--- config.mk ---
export PLATFORM = sky130hd
export DESIGN_NAME = gstc_core
export DESIGN_NICKNAME = d
export VERILOG_FILES = /design/src/pkg/gstc_pkg.sv /design/src/rtl/gstc_core.sv /design/src/rtl/gstc_prescale.sv /design/src/rtl/gstc_sync.sv
export SDC_FILE = /design/constraint.sdc
export NUM_CORES = 1
export LEC_CHECK = 0
export BUFFER_PORTS_ARGS = -buffer_cell sky130_fd_sc_hd__buf_2
export CAP_MARGIN = 20
export CELL_PAD_IN_SITES_DETAIL_PLACEMENT = 0
export CELL_PAD_IN_SITES_GLOBAL_PLACEMENT = 1
export CORE_ASPECT_RATIO = 1.1
export CORE_MARGIN = 3
export CORE_UTILIZATION = 35
export CTS_BUF_LIST = sky130_fd_sc_hd__clkbuf_2
export DETAILED_ROUTE_END_ITERATION = 6
export HOLD_SLACK_MARGIN = 0.12
export PLACE_DENSITY = 0.84
export RECOVER_POWER = 100
export SLEW_MARGIN = 15
export SYNTH_ARGS = -nofsm -noshare
export SYNTH_HDL_FRONTEND = slang
export SYNTH_HIERARCHICAL = 1
export SYNTH_SLANG_ARGS = --single-unit
--- constraint.sdc ---
create_clock -name i_clk -period 3.6 [get_ports i_clk]
set_clock_uncertainty 0.1 [all_clocks]
set_input_delay 1.08 -clock i_clk [delete_from_list [all_inputs] [get_ports i_clk]]
set_output_delay 1.08 -clock i_clk [all_outputs]
set_load 0.02 [all_outputs]
--- src/pkg/gstc_pkg.sv ---
`default_nettype none
package gstc_pkg;

    // Bus and counter widths
    localparam int unsigned DATA_W  = 32;
    localparam int unsigned COUNT_W = 16;
    localparam int unsigned BYTE_W  = 8;
    localparam int unsigned ADDR_W  = 8;
    localparam int unsigned IRQ_W   = 1;

    // Register byte offsets
    localparam logic [ADDR_W-1:0] OFF_CONTROL  = 8'h00;
    localparam logic [ADDR_W-1:0] OFF_GATE     = 8'h04;
    localparam logic [ADDR_W-1:0] OFF_COUNT_LO = 8'h08;
    localparam logic [ADDR_W-1:0] OFF_COUNT_HI = 8'h0c;
    localparam logic [ADDR_W-1:0] OFF_STATUS   = 8'h10;
    localparam logic [ADDR_W-1:0] OFF_CLEAR    = 8'h14;
    localparam logic [ADDR_W-1:0] OFF_ENABLE   = 8'h18;

    // Field positions
    localparam int unsigned BIT_ON       = 0;
    localparam int unsigned BIT_SYNC_DIS = 2;
    localparam int unsigned BIT_XTAL_EN  = 3;
    localparam int unsigned PS_LSB       = 4;
    localparam int unsigned SRC_LSB      = 6;
    localparam int unsigned BIT_GATE_EN  = 7;
    localparam int unsigned BIT_OVF      = 0;
    localparam int unsigned HTRANS_BUSY_BIT = 1;

    // Constants of the counting path and the bus response
    localparam logic [1:0]         PHASE_LAST = 2'h3;
    localparam logic [COUNT_W-1:0] COUNT_MAX  = 16'hffff;
    localparam logic [COUNT_W-1:0] COUNT_RST  = 16'h0000;
    localparam logic               HRESP_OKAY = 1'b0;

    // Count source encodings
    typedef enum logic [1:0] {
        GSTC_SRC_INSTR = 2'b00,
        GSTC_SRC_SYS   = 2'b01,
        GSTC_SRC_EXT   = 2'b10,
        GSTC_SRC_CAP   = 2'b11
    } gstc_src_t;

    // Counter control fields
    typedef struct packed {
        gstc_src_t  count_source_select;
        logic [1:0] prescale_select;
        logic       crystal_osc_enable;
        logic       sync_disable;
        logic       counter_on;
    } gstc_ctrl_t;

    localparam gstc_ctrl_t CTRL_RST = '{GSTC_SRC_INSTR, 2'h0, 1'b0,
                                        1'b0, 1'b0};

    // Word image of the control fields
    function automatic logic [DATA_W-1:0] gstc_pack_ctrl(gstc_ctrl_t c);
        logic [DATA_W-1:0] w;
        w = '0;
        w[BIT_ON]         = c.counter_on;
        w[BIT_SYNC_DIS]   = c.sync_disable;
        w[BIT_XTAL_EN]    = c.crystal_osc_enable;
        w[PS_LSB +: 2]    = c.prescale_select;
        w[SRC_LSB +: 2]   = c.count_source_select;
        return w;
    endfunction

    // Control fields from a written word
    function automatic gstc_ctrl_t gstc_unpack_ctrl(logic [DATA_W-1:0] w);
        gstc_ctrl_t c;
        c.counter_on          = w[BIT_ON];
        c.sync_disable        = w[BIT_SYNC_DIS];
        c.crystal_osc_enable  = w[BIT_XTAL_EN];
        c.prescale_select     = w[PS_LSB +: 2];
        c.count_source_select = gstc_src_t'(w[SRC_LSB +: 2]);
        return c;
    endfunction

endpackage
`default_nettype wire

--- src/rtl/gstc_core.sv ---
// Chosen here: the AHB-Lite register port and the address map.
`timescale 1ns/10ps
`default_nettype none
module gstc_core
    import gstc_pkg::*;
(
    input  wire logic              i_clk,         // System clock 100 MHz
    input  wire logic              i_resetn,      // Async reset, low
    input  wire logic              i_hsel,        // AHB slave select
    input  wire logic [DATA_W-1:0] i_haddr,       // AHB address
    input  wire logic [1:0]        i_htrans,      // AHB transfer type
    input  wire logic              i_hwrite,      // AHB write
    input  wire logic [2:0]        i_hsize,       // AHB size, word only
    input  wire logic [DATA_W-1:0] i_hwdata,      // AHB write data
    input  wire logic              i_hready,      // AHB bus ready
    input  wire logic              i_ext_count_pin,       // Count pin
    input  wire logic              i_crystal_in_pin,      // Crystal input
    input  wire logic              i_cap_sense_osc_clock, // Cap-sense osc
    input  wire logic              i_gate_permit, // Gate logic level
    input  wire logic              i_sleep,       // Processor asleep
    output logic      [DATA_W-1:0] o_hrdata,      // AHB read data
    output logic                   o_hreadyout,   // AHB slave ready
    output logic                   o_hresp,       // AHB response
    output logic                   o_crystal_out_pin, // Amplifier out
    output logic                   o_irq          // Interrupt level
);

    // Bus slave state
    logic              wr_pend_q;
    logic              rd_pend_q;
    logic [ADDR_W-1:0] addr_q;
    logic              hready_q;
    logic [DATA_W-1:0] hrdata_q;
    logic              bus_acc;
    logic              wr_lo;
    logic              wr_hi;
    logic              byte_wr;

    // Software state
    gstc_ctrl_t         ctrl_q;
    logic               gate_qualify_enable_q;
    logic [COUNT_W-1:0] count_q;
    logic [IRQ_W-1:0]   stat_q;
    logic [IRQ_W-1:0]   stat_d;
    logic [IRQ_W-1:0]   en_q;
    logic [IRQ_W-1:0]   en_d;
    logic [IRQ_W-1:0]   clr_mask;
    logic               irq_q;

    // Counting path
    logic [2:0] pins_s;
    logic       ext_s;
    logic       xtal_s;
    logic       cap_s;
    logic [1:0] phase_q;
    logic       phase_tick;
    logic       ext_lvl;
    logic       aligned_lvl_q;
    logic       cnt_lvl;
    logic       cnt_prev_q;
    logic       rise;
    logic       arm_q;
    logic       on_prev_q;
    logic       ext_mode;
    logic       awake;
    logic       run;
    logic       raw_tick;
    logic       inc;
    logic       ovf_evt;
    logic       xtal_out_q;

    // Address phase accepted on a ready, active, selected cycle
    assign bus_acc = i_hsel & i_htrans[HTRANS_BUSY_BIT] & i_hready;
    assign wr_lo   = wr_pend_q & (addr_q == OFF_COUNT_LO);
    assign wr_hi   = wr_pend_q & (addr_q == OFF_COUNT_HI);
    assign byte_wr = wr_lo | wr_hi;

    // Address phase capture; reads take one wait state so that a
    // write finishing at the same edge is seen by the read
    always_ff @(posedge i_clk or negedge i_resetn) begin
        if (!i_resetn) begin
            wr_pend_q <= 1'b0;
            rd_pend_q <= 1'b0;
            addr_q    <= '0;
            hready_q  <= 1'b1;
        end else begin
            wr_pend_q <= bus_acc & i_hwrite;
            rd_pend_q <= bus_acc & ~i_hwrite;
            hready_q  <= ~(bus_acc & ~i_hwrite);
            if (bus_acc) begin
                addr_q <= i_haddr[ADDR_W-1:0];
            end
        end
    end

    // Read data mux; unmapped and write-only offsets read zero
    always_ff @(posedge i_clk or negedge i_resetn) begin
        if (!i_resetn) begin
            hrdata_q <= '0;
        end else if (rd_pend_q) begin
            case (addr_q)
                OFF_CONTROL:  hrdata_q <= gstc_pack_ctrl(ctrl_q);
                OFF_GATE:     hrdata_q <= DATA_W'({gate_qualify_enable_q,
                                                   7'h00});
                OFF_COUNT_LO: hrdata_q <= DATA_W'(count_q[BYTE_W-1:0]);
                OFF_COUNT_HI: hrdata_q <= DATA_W'(count_q[COUNT_W-1:BYTE_W]);
                OFF_STATUS:   hrdata_q <= DATA_W'(stat_q);
                OFF_ENABLE:   hrdata_q <= DATA_W'(en_q);
                default:      hrdata_q <= '0;
            endcase
        end
    end

    // Control and gate registers
    always_ff @(posedge i_clk or negedge i_resetn) begin
        if (!i_resetn) begin
            ctrl_q                <= CTRL_RST;
            gate_qualify_enable_q <= 1'b0;
        end else if (wr_pend_q) begin
            if (addr_q == OFF_CONTROL) begin
                ctrl_q <= gstc_unpack_ctrl(i_hwdata);
            end
            if (addr_q == OFF_GATE) begin
                gate_qualify_enable_q <= i_hwdata[BIT_GATE_EN];
            end
        end
    end

    // Pin levels enter the clock domain through two flops
    gstc_sync #(
        .WIDTH (3)
    ) u_sync (
        .i_clk    (i_clk),
        .i_resetn (i_resetn),
        .i_async  ({i_cap_sense_osc_clock, i_crystal_in_pin,
                    i_ext_count_pin}),
        .o_sync   (pins_s)
    );
    assign ext_s  = pins_s[0];
    assign xtal_s = pins_s[1];
    assign cap_s  = pins_s[2];

    // Instruction cycle is four system clocks
    always_ff @(posedge i_clk or negedge i_resetn) begin
        if (!i_resetn) begin
            phase_q <= '0;
        end else begin
            phase_q <= phase_q + 2'h1;
        end
    end
    assign phase_tick = (phase_q == PHASE_LAST);

    // External level: cap-sense, crystal or pin
    assign ext_lvl = (ctrl_q.count_source_select == GSTC_SRC_CAP) ? cap_s :
                     (ctrl_q.crystal_osc_enable ? xtal_s : ext_s);
    assign ext_mode = ctrl_q.count_source_select[1];

    // Aligned copy of the synchronised level
    always_ff @(posedge i_clk or negedge i_resetn) begin
        if (!i_resetn) begin
            aligned_lvl_q <= 1'b0;
        end else if (phase_tick) begin
            aligned_lvl_q <= ext_lvl;
        end
    end

    // Mode switch may lose or add an edge
    assign cnt_lvl = ctrl_q.sync_disable ? ext_lvl : aligned_lvl_q;

    // Rising-edge detection of the count input
    always_ff @(posedge i_clk or negedge i_resetn) begin
        if (!i_resetn) begin
            cnt_prev_q <= 1'b0;
        end else begin
            cnt_prev_q <= cnt_lvl;
        end
    end
    assign rise = cnt_lvl & ~cnt_prev_q;

    // Arm only after a low level is seen; disarm on enable
    // byte write or while off
    always_ff @(posedge i_clk or negedge i_resetn) begin
        if (!i_resetn) begin
            arm_q     <= 1'b0;
            on_prev_q <= 1'b0;
        end else begin
            on_prev_q <= ctrl_q.counter_on;
            if (byte_wr || !ctrl_q.counter_on ||
                (ctrl_q.counter_on && !on_prev_q)) begin
                arm_q <= 1'b0;
            end else if (!cnt_lvl) begin
                arm_q <= 1'b1;
            end
        end
    end

    // Source selection of the raw count tick
    // Instruction clock ticks once per cycle
    // System clock ticks four per cycle
    always_comb begin
        case (ctrl_q.count_source_select)
            GSTC_SRC_INSTR: raw_tick = phase_tick;
            GSTC_SRC_SYS:   raw_tick = 1'b1;
            GSTC_SRC_EXT,
            GSTC_SRC_CAP:   raw_tick = rise & arm_q;
            default:        raw_tick = 1'b0;
        endcase
    end

    // Only asynchronous external counting survives sleep
    assign awake = ~i_sleep | (ext_mode & ctrl_q.sync_disable);
    assign run = ctrl_q.counter_on & awake &
                 (~gate_qualify_enable_q | i_gate_permit);

    gstc_prescale #(
        .PS_W  (2),
        .CNT_W (3)
    ) u_prescale (
        .i_clk    (i_clk),
        .i_resetn (i_resetn),
        .i_clear  (byte_wr),
        .i_select (ctrl_q.prescale_select),
        .i_tick   (raw_tick & run),
        .o_tick   (inc)
    );

    // Byte writes replace a byte of the running count
    always_ff @(posedge i_clk or negedge i_resetn) begin
        if (!i_resetn) begin
            count_q <= COUNT_RST;
        end else if (byte_wr) begin
            if (wr_lo) begin
                count_q[BYTE_W-1:0] <= i_hwdata[BYTE_W-1:0];
            end
            if (wr_hi) begin
                count_q[COUNT_W-1:BYTE_W] <= i_hwdata[BYTE_W-1:0];
            end
        end else if (inc) begin
            count_q <= count_q + 16'h0001;
        end
    end

    assign ovf_evt  = inc & ~byte_wr & (count_q == COUNT_MAX);
    assign clr_mask = (wr_pend_q && addr_q == OFF_CLEAR) ?
                      i_hwdata[IRQ_W-1:0] : '0;
    assign en_d     = (wr_pend_q && addr_q == OFF_ENABLE) ?
                      i_hwdata[IRQ_W-1:0] : en_q;
    // Set wins over a clear in the same cycle
    assign stat_d   = (stat_q & ~clr_mask) |
                      (IRQ_W'(ovf_evt) << BIT_OVF);

    always_ff @(posedge i_clk or negedge i_resetn) begin
        if (!i_resetn) begin
            stat_q <= '0;
            en_q   <= '0;
            irq_q  <= 1'b0;
        end else begin
            stat_q <= stat_d;
            en_q   <= en_d;
            irq_q  <= |(stat_d & en_d);
        end
    end

    // Amplifier drives the inverted crystal level, sleep does not stop it
    always_ff @(posedge i_clk or negedge i_resetn) begin
        if (!i_resetn) begin
            xtal_out_q <= 1'b0;
        end else begin
            xtal_out_q <= ctrl_q.crystal_osc_enable & ~xtal_s;
        end
    end

    assign o_hrdata          = hrdata_q;
    assign o_hreadyout       = hready_q;
    assign o_hresp           = HRESP_OKAY;
    assign o_crystal_out_pin = xtal_out_q;
    assign o_irq             = irq_q;

    a_byte_load : assert property (@(posedge i_clk) disable iff (!i_resetn)
        wr_lo |=> count_q[BYTE_W-1:0] == $past(i_hwdata[BYTE_W-1:0]))
        else $error("low byte write not loaded");

    a_off_holds : assert property (@(posedge i_clk) disable iff (!i_resetn)
        !ctrl_q.counter_on && !byte_wr |=> $stable(count_q))
        else $error("count moved while off");

    a_gate_holds : assert property (@(posedge i_clk) disable iff (!i_resetn)
        gate_qualify_enable_q && !i_gate_permit |-> !inc)
        else $error("count advanced with gate closed");

    a_instr_rate : assert property (@(posedge i_clk) disable iff (!i_resetn)
        inc && ctrl_q.count_source_select == GSTC_SRC_INSTR
        |=> !inc ##1 !inc ##1 !inc)
        else $error("instruction clock counted too fast");

    a_sys_rate : assert property (@(posedge i_clk) disable iff (!i_resetn)
        run && ctrl_q.count_source_select == GSTC_SRC_SYS &&
        ctrl_q.prescale_select == 2'h0 && !byte_wr |-> inc)
        else $error("system clock missed a count");

    a_need_fall : assert property (@(posedge i_clk) disable iff (!i_resetn)
        byte_wr && ext_mode |=> !arm_q)
        else $error("armed without a falling edge");

    a_sleep_freeze : assert property (@(posedge i_clk)
        disable iff (!i_resetn)
        i_sleep && !(ext_mode && ctrl_q.sync_disable) |-> !inc)
        else $error("counted in sleep while synchronous");

    a_ovf_sticky : assert property (@(posedge i_clk) disable iff (!i_resetn)
        ovf_evt |=> stat_q[BIT_OVF] && count_q == COUNT_RST)
        else $error("rollover did not set overflow");

    a_irq_level : assert property (@(posedge i_clk) disable iff (!i_resetn)
        ovf_evt && en_q[BIT_OVF] && !(wr_pend_q && addr_q == OFF_ENABLE)
        |=> o_irq)
        else $error("enabled overflow did not raise interrupt");

    a_read_wait : assert property (@(posedge i_clk) disable iff (!i_resetn)
        bus_acc && !i_hwrite |=> !o_hreadyout ##1 o_hreadyout)
        else $error("read did not take one wait state");

endmodule // gstc_core
`default_nettype wire

--- src/rtl/gstc_prescale.sv ---
`timescale 1ns/10ps
`default_nettype none
module gstc_prescale #(
    parameter int unsigned PS_W  = 2,
    parameter int unsigned CNT_W = 3
) (
    input  wire logic            i_clk,    // System clock
    input  wire logic            i_resetn, // Async reset, low
    input  wire logic            i_clear,  // Restart division
    input  wire logic [PS_W-1:0] i_select, // Divide by 2**select
    input  wire logic            i_tick,   // Source edge
    output logic                 o_tick    // Divided edge
);

    logic [CNT_W-1:0] cnt_q;
    logic [CNT_W-1:0] last;

    // Terminal count of the selected ratio; at or past it counts as
    // terminal, so a smaller ratio chosen mid-count takes effect at once
    assign last   = CNT_W'((1 << i_select) - 1);
    assign o_tick = i_tick & (cnt_q >= last) & ~i_clear;

    always_ff @(posedge i_clk or negedge i_resetn) begin
        if (!i_resetn) begin
            cnt_q <= '0;
        end else if (i_clear) begin
            cnt_q <= '0;
        end else if (i_tick) begin
            cnt_q <= (cnt_q >= last) ? '0 : cnt_q + CNT_W'(1);
        end
    end

    a_clear_zero : assert property (@(posedge i_clk) disable iff (!i_resetn)
        i_clear |=> cnt_q == '0)
        else $error("prescaler not cleared after byte write");

    a_ratio_one : assert property (@(posedge i_clk) disable iff (!i_resetn)
        (i_select == '0) && i_tick && !i_clear |-> o_tick)
        else $error("divide by one dropped an edge");

    a_no_free_tick : assert property (@(posedge i_clk)
        disable iff (!i_resetn)
        !i_tick |-> !o_tick)
        else $error("prescaler ticked without source edge");

endmodule // gstc_prescale
`default_nettype wire

--- src/rtl/gstc_sync.sv ---
`timescale 1ns/10ps
`default_nettype none
module gstc_sync #(
    parameter int unsigned WIDTH = 1
) (
    input  wire logic             i_clk,    // System clock
    input  wire logic             i_resetn, // Async reset, low
    input  wire logic [WIDTH-1:0] i_async,  // Pin levels
    output logic      [WIDTH-1:0] o_sync    // Levels in clock domain
);

    logic [WIDTH-1:0] meta_q;
    logic [WIDTH-1:0] sync_q;

    // Two flops; the first one is read only by the second
    always_ff @(posedge i_clk or negedge i_resetn) begin
        if (!i_resetn) begin
            meta_q <= '0;
            sync_q <= '0;
        end else begin
            meta_q <= i_async;
            sync_q <= meta_q;
        end
    end

    assign o_sync = sync_q;

endmodule // gstc_sync
`default_nettype wire

# Word-level counts from Yosys, hierarchy flattened
# Cells that the tools add are included.
# op_classes
addsub,4
shifts,1
eq_ne,14
n_reduce_logical,16
muxes,16
bitwise_logic,31
magnitude_cmp,1
# op_table
cell,count
8-bit one-hot mux with 6 select lines,1
16-bit two-way mux,2
"8-bit by 5-bit equality test with 1-bit output, second input constant",3
1-bit AND,19
"16-bit by 1-bit adder with 16-bit output, second input constant",1
"16-bit equality test, second input constant",1
"8-bit by 4-bit equality test with 1-bit output, second input constant",2
8-bit two-way mux,2
3-bit two-way mux,3
"8-bit by 3-bit equality test with 1-bit output, second input constant",1
8-bit logical NOT,1
1-bit NOT,8
2-bit AND reduction,4
1-bit two-way mux,7
"2-bit equality test, second input constant",3
"2-bit != test, second input constant",2
1-bit OR,4
2-bit nonzero test,2
"3-bit by 1-bit adder with 3-bit output, second input constant",1
3-bit greater-or-equal comparator,1
1-bit logical AND,3
1-bit one-hot mux with 3 select lines,1
"1-bit by 2-bit << shifter with 3-bit output, first input constant",1
"3-bit by 2-bit subtractor with 3-bit output, second input constant",1
7 further kinds,9
# totals
regBits,86
inputBits,79
output_inout_bits,36

# Longest topological paths before layout
# logic_depth
word_depth,13
ltp_mapped,11

# Hierarchy
# The synthesis kept the hierarchy.
# by_module_without_submodules
module,cells_each,area_each_um2,n_inst,seq_area_each_um2
gstc_core,274,2870.3,1,1327.5
gstc_prescale,27,266.5,1,75.1
gstc_sync,6,150.1,1,150.1

# Worst setup path before layout
# Ideal clock, no wire load.
# synth_timing
path_kind,input-to-reg
from,input port i_sleep
to,register count_q[13]
setup_time_ns,0.065
path_slack_ns,0.164
path_buffers,1
arrival_time_ns,3.271
cell_stages,10
required_time_ns,3.435
cell_sequence,nor2b_1 > nor3b_1 > nand3_1 > a21oi_1 > and3b_2 > clkbuf_1 > nand4_1 > or4_1 > a21oi_1 > o221a_2
# synth_between
elab_chain_len,9
# synth_lines
element,line,rtl
start: declaration,gstc_core.sv:20,"input wire logic i_sleep,"
1-bit NOT,gstc_core.sv:211,assign awake = ~i_sleep | (ext_mode & ctrl_q.sync_disable);
1-bit OR,gstc_core.sv:211,
1-bit AND (2 in a row),gstc_core.sv:212,assign run = ctrl_q.counter_on & awake &
1-bit AND,gstc_core.sv:223,".i_tick (raw_tick & run),"
1-bit AND (2 in a row),gstc_prescale.sv:21,assign o_tick = i_tick & (cnt_q >= last) & ~i_clear;
named net inc,gstc_core.sv:68,logic inc;
2-bit nonzero test (no line),n/a,
2-bit AND reduction (no line),n/a,
end signal: indexed assignment,gstc_core.sv:233,count_q[BYTE_W-1:0] <= i_hwdata[BYTE_W-1:0];
end signal: indexed assignment,gstc_core.sv:236,count_q[COUNT_W-1:BYTE_W] <= i_hwdata[BYTE_W-1:0];
end signal: assignment,gstc_core.sv:239,count_q <= count_q + 16'h0001;
end: declaration,gstc_core.sv:42,logic [COUNT_W-1:0] count_q;
# The timed path passes the listed nets, and every way through them passes these cells.
# A chain may end at the register's enable or synchronous reset.

# Worst setup path in the final report
# layout_timing
from,input port i_sleep
to,register count_q[5]
# Same word-level chain as after synthesis.

==> summary.md <==
| Metric | Value |
|---|---|
| Fill count | 906 |
| Setup TNS | 0 ps |
| Total clock sinks | 62 |
| Fin crit period | 3048 ps |
| Syn. warnings | 6 |
| CTS Buf Count | 9 |
| Crit path DAT | 3340 ps |
| Post-synthesis cell type count | 59 |
| Area of the multi-input gates | 0.001480 mm^2 |
| Total wire length | 7754 um |
| Final ANT Viol Nets | 0 |
| Area grow syn2layout | 8.375% |
| Post-Layout Inst Area | 0.003562 mm^2 |
| Core box area | 0.009009 mm^2 |
| EDFF count, synth | 0 |
| Critical path cell sequence | buf_2, nor2b_1, nor3b_1, nand3_1, a21oi_1, and3b_1, nand4_1, a211oi_1, clkbuf_1, nor3_1, a211oi_1 |
| HP Start | u_sync/meta_q[2] |
| Root Buffer | clkbuf_2 |
| Initial Util | 0.3649 |
| DRC violation count after routing | 0 |
| Layout cells sized above 1 | 0.2207 |
| Sequential cell area | 0.001553 mm^2 |
| Final Non-Filler Cells | 472 |
| Outcome | finished clean |
| Via Count | 2480 |
| H-tree levels | 3 |
| Final setup vio count | 0 |
| VDD IR max | 0.1179 mV |
| HP Class | reg -> reg |
| Vias in the first global route | 2563 |
| Post-DP HPWL | 5834 um |
| Max incr delay on CP | 490 ps |
| Gr ovfl total | 0 |
| Worst-skew pair later-pin latency | 480 ps |
| Vias/cell | 5.254 |
| Final Hold Viols | 0 |
| Placed cells | 456 |
| Routability cong. | 0.8913 |
| PD cells | 465.4 mW/mm^2 |
| Critical path class | in -> reg |
| Critical path data required time | 3890 ps |
| Number of I/O pins | 115 |
| Largest net degree at the start of global routing | 24 |
| Crit path launch | i_sleep |
| Clock tree buffer depth | 2 |
| Top delay family on crit path | simple AND/OR/NAND/NOR gates |
| R2R Path Start | ctrl_q[4] |
| CP max FO | 6 |
| Pre-CTS setup slack | 306.9 ps |
| RSZ-0062 raised after global routing | false |
| Cts hold-fix bufs | 0 |
| Die area | 0.01059 mm^2 |
| Number of detailed-route iterations in the first pass | 5 |
| Fin nets | 438 |
| GRT Total Usage | 0.1545 |
| Buffers on Ports | 37 |
| CP endpoint kind | flip-flop |
| FF+latch count, synth | 62 |
| Cell row count | 36 |
| Most used cell along the critical path | a211oi_1 |
| Die H | 107.6 um |
| Post-synthesis sequential area ratio | 0.4724 |
| Post-Syn Instances | 307 |
| Commonest non-fill, non-tap cell in the layout | dfrtp_1 |
| Most frequent cells in the layout | dfrtp_1 (61), conb_1 (25), buf_2 (25) |
| Max-capacitance violation count | 0 |
| Worst-margin pin slew | 1252 ps |
| Clock-pin transition on the worst setup and hold timing paths | 180 ps |
| First-pass GRT wire length | 12930 um |
| Design Power | 1658 uW |
| Die W | 98.40 um |
| Post-CTS setup buffers | 0 |
| Lkg Pwr | 0.001604 uW |
| Antenna cells | 0 |
| CTS tree | built |
| Slew margin rel. | 0.1580 |
| Cell Area, Placed | 0.003538 mm^2 |
| Worst path slowest cell | a211oi_1 |
| Wire per inst | 16.43 um |
| Initial antenna violation count | 0 |
| Mapped Area | 0.003287 mm^2 |
| Fraction of registers with async set/reset | 1.000 |
| Buf+Inv Stages, Crit Path | 2 |
| 1st-iter DRT viols | 226 |
| Avg Inst Size Synth | 10.71 um^2 |
| FMAX | 328.1 MHz |
| Period utilisation layout | 0.8466 |
| Most used DFF post-synth | dfrtp_1 |
| Final max-slew violation count | 0 |
| Final worst slack | 552.2 ps |
| Cts repair resizes | 0 |
| Startpoint class of the critical path | input port |
## stage by stage
step / utilization / hold WS [ps]
6_report: 0.3954 / 282.4
4_1_cts: 0.4039 / 289.3
2_1_floorplan: - / 231.2
3_3_place_gp: 0.3928 / 243.4
5_1_grt: 0.3954 / 298.0
3_5_place_dp: 0.3928 / 240.3
## area by class of cell
cell class,count,share of cell area
clock buffers,9,0.01264
clock inverters,7,0.01545
inverters,21,0.02213
multi-input cells,213,0.4155
flip-flops and latches,62,0.4359
well taps,114,0.04004
repair buffers,46,0.05831
## sequential cells by signal, summed over array words and instances, names as in the netlist, 2 cells and up
name	flops
count_q	16
addr_q	8
o_hrdata	8
ctrl_q	7
u_prescale/cnt_q	3
u_sync/meta_q	3
u_sync/o_sync	3
phase_q	2
## report_power, final
part	leakage (uW)	internal [uW]	switching, uW
clock network	0.0000656	149	246
logic	0.000777	170	183
registers	0.000762	785	125
total	0.00160	1100	554
## path summary, 6_finish.rpt
path | to | slack (ps) | cells after the start
worst min register to register | u_sync/o_sync[2] | 280 | 0
worst min-delay path | u_sync/o_sync[2] | 280 | 0
min in group asynchronous | u_sync/meta_q[1] | 690 | 1
max in group asynchronous | o_hrdata[7] | 970 | 2
worst max-delay path | count_q[5] | 550 | 11
worst max register to register | count_q[5] | 550 | 10
## worst reg2reg max path: stages, from the launching register on
cell      delay, ps
dfrtp_1         450
or2_2           310
ha_1            320
nor2b_4          50
o21ai_2         190
and3b_1         270
nand4_1         170
a211oi_1        490
clkbuf_1        290
nor3_1           90
a211oi_1        240
## cell usage after synthesis, types with 8 or more instances
cell / number / area, um^2
dfrtp_1: 61 / 1526
nand3_1: 13 / 65.06
nand2_1: 16 / 60.06
o21ai_0: 8 / 40.04
nand4_1: 9 / 56.30
mux2_2: 23 / 259.0
inv_1: 21 / 78.83
a21oi_1: 9 / 45.04
nor2_1: 16 / 60.06
clkbuf_1: 8 / 30.03
buf_4: 25 / 187.7
## metal layers
layer	global-route usage	vias to the layer above	wire length [um]
met4	0.07122	0	171
met3	0.03694	17	439
li1	-	1169	-
met2	0.2469	79	3808
met5	0	-	0
met1	0.1980	1215	3334
## kinds of logic (layout without fill, tap and decap cells)
family / count (synthesis) / after routing / share of synthesized area
AND/OR/NAND/NOR: 91 / 91 / 0.1656
flip-flops: 62 / 62 / 0.4724
adder cells (fa/ha/maj): 6 / 6 / 0.02284
AO/OA/AOI/OAI: 64 / 64 / 0.1481
buffers and inverters: 56 / 83 / 0.09517
other: 1 / 25 / 0.001141
multiplexers: 27 / 27 / 0.09479
Note: power is estimated with default switching activity, not from simulation.
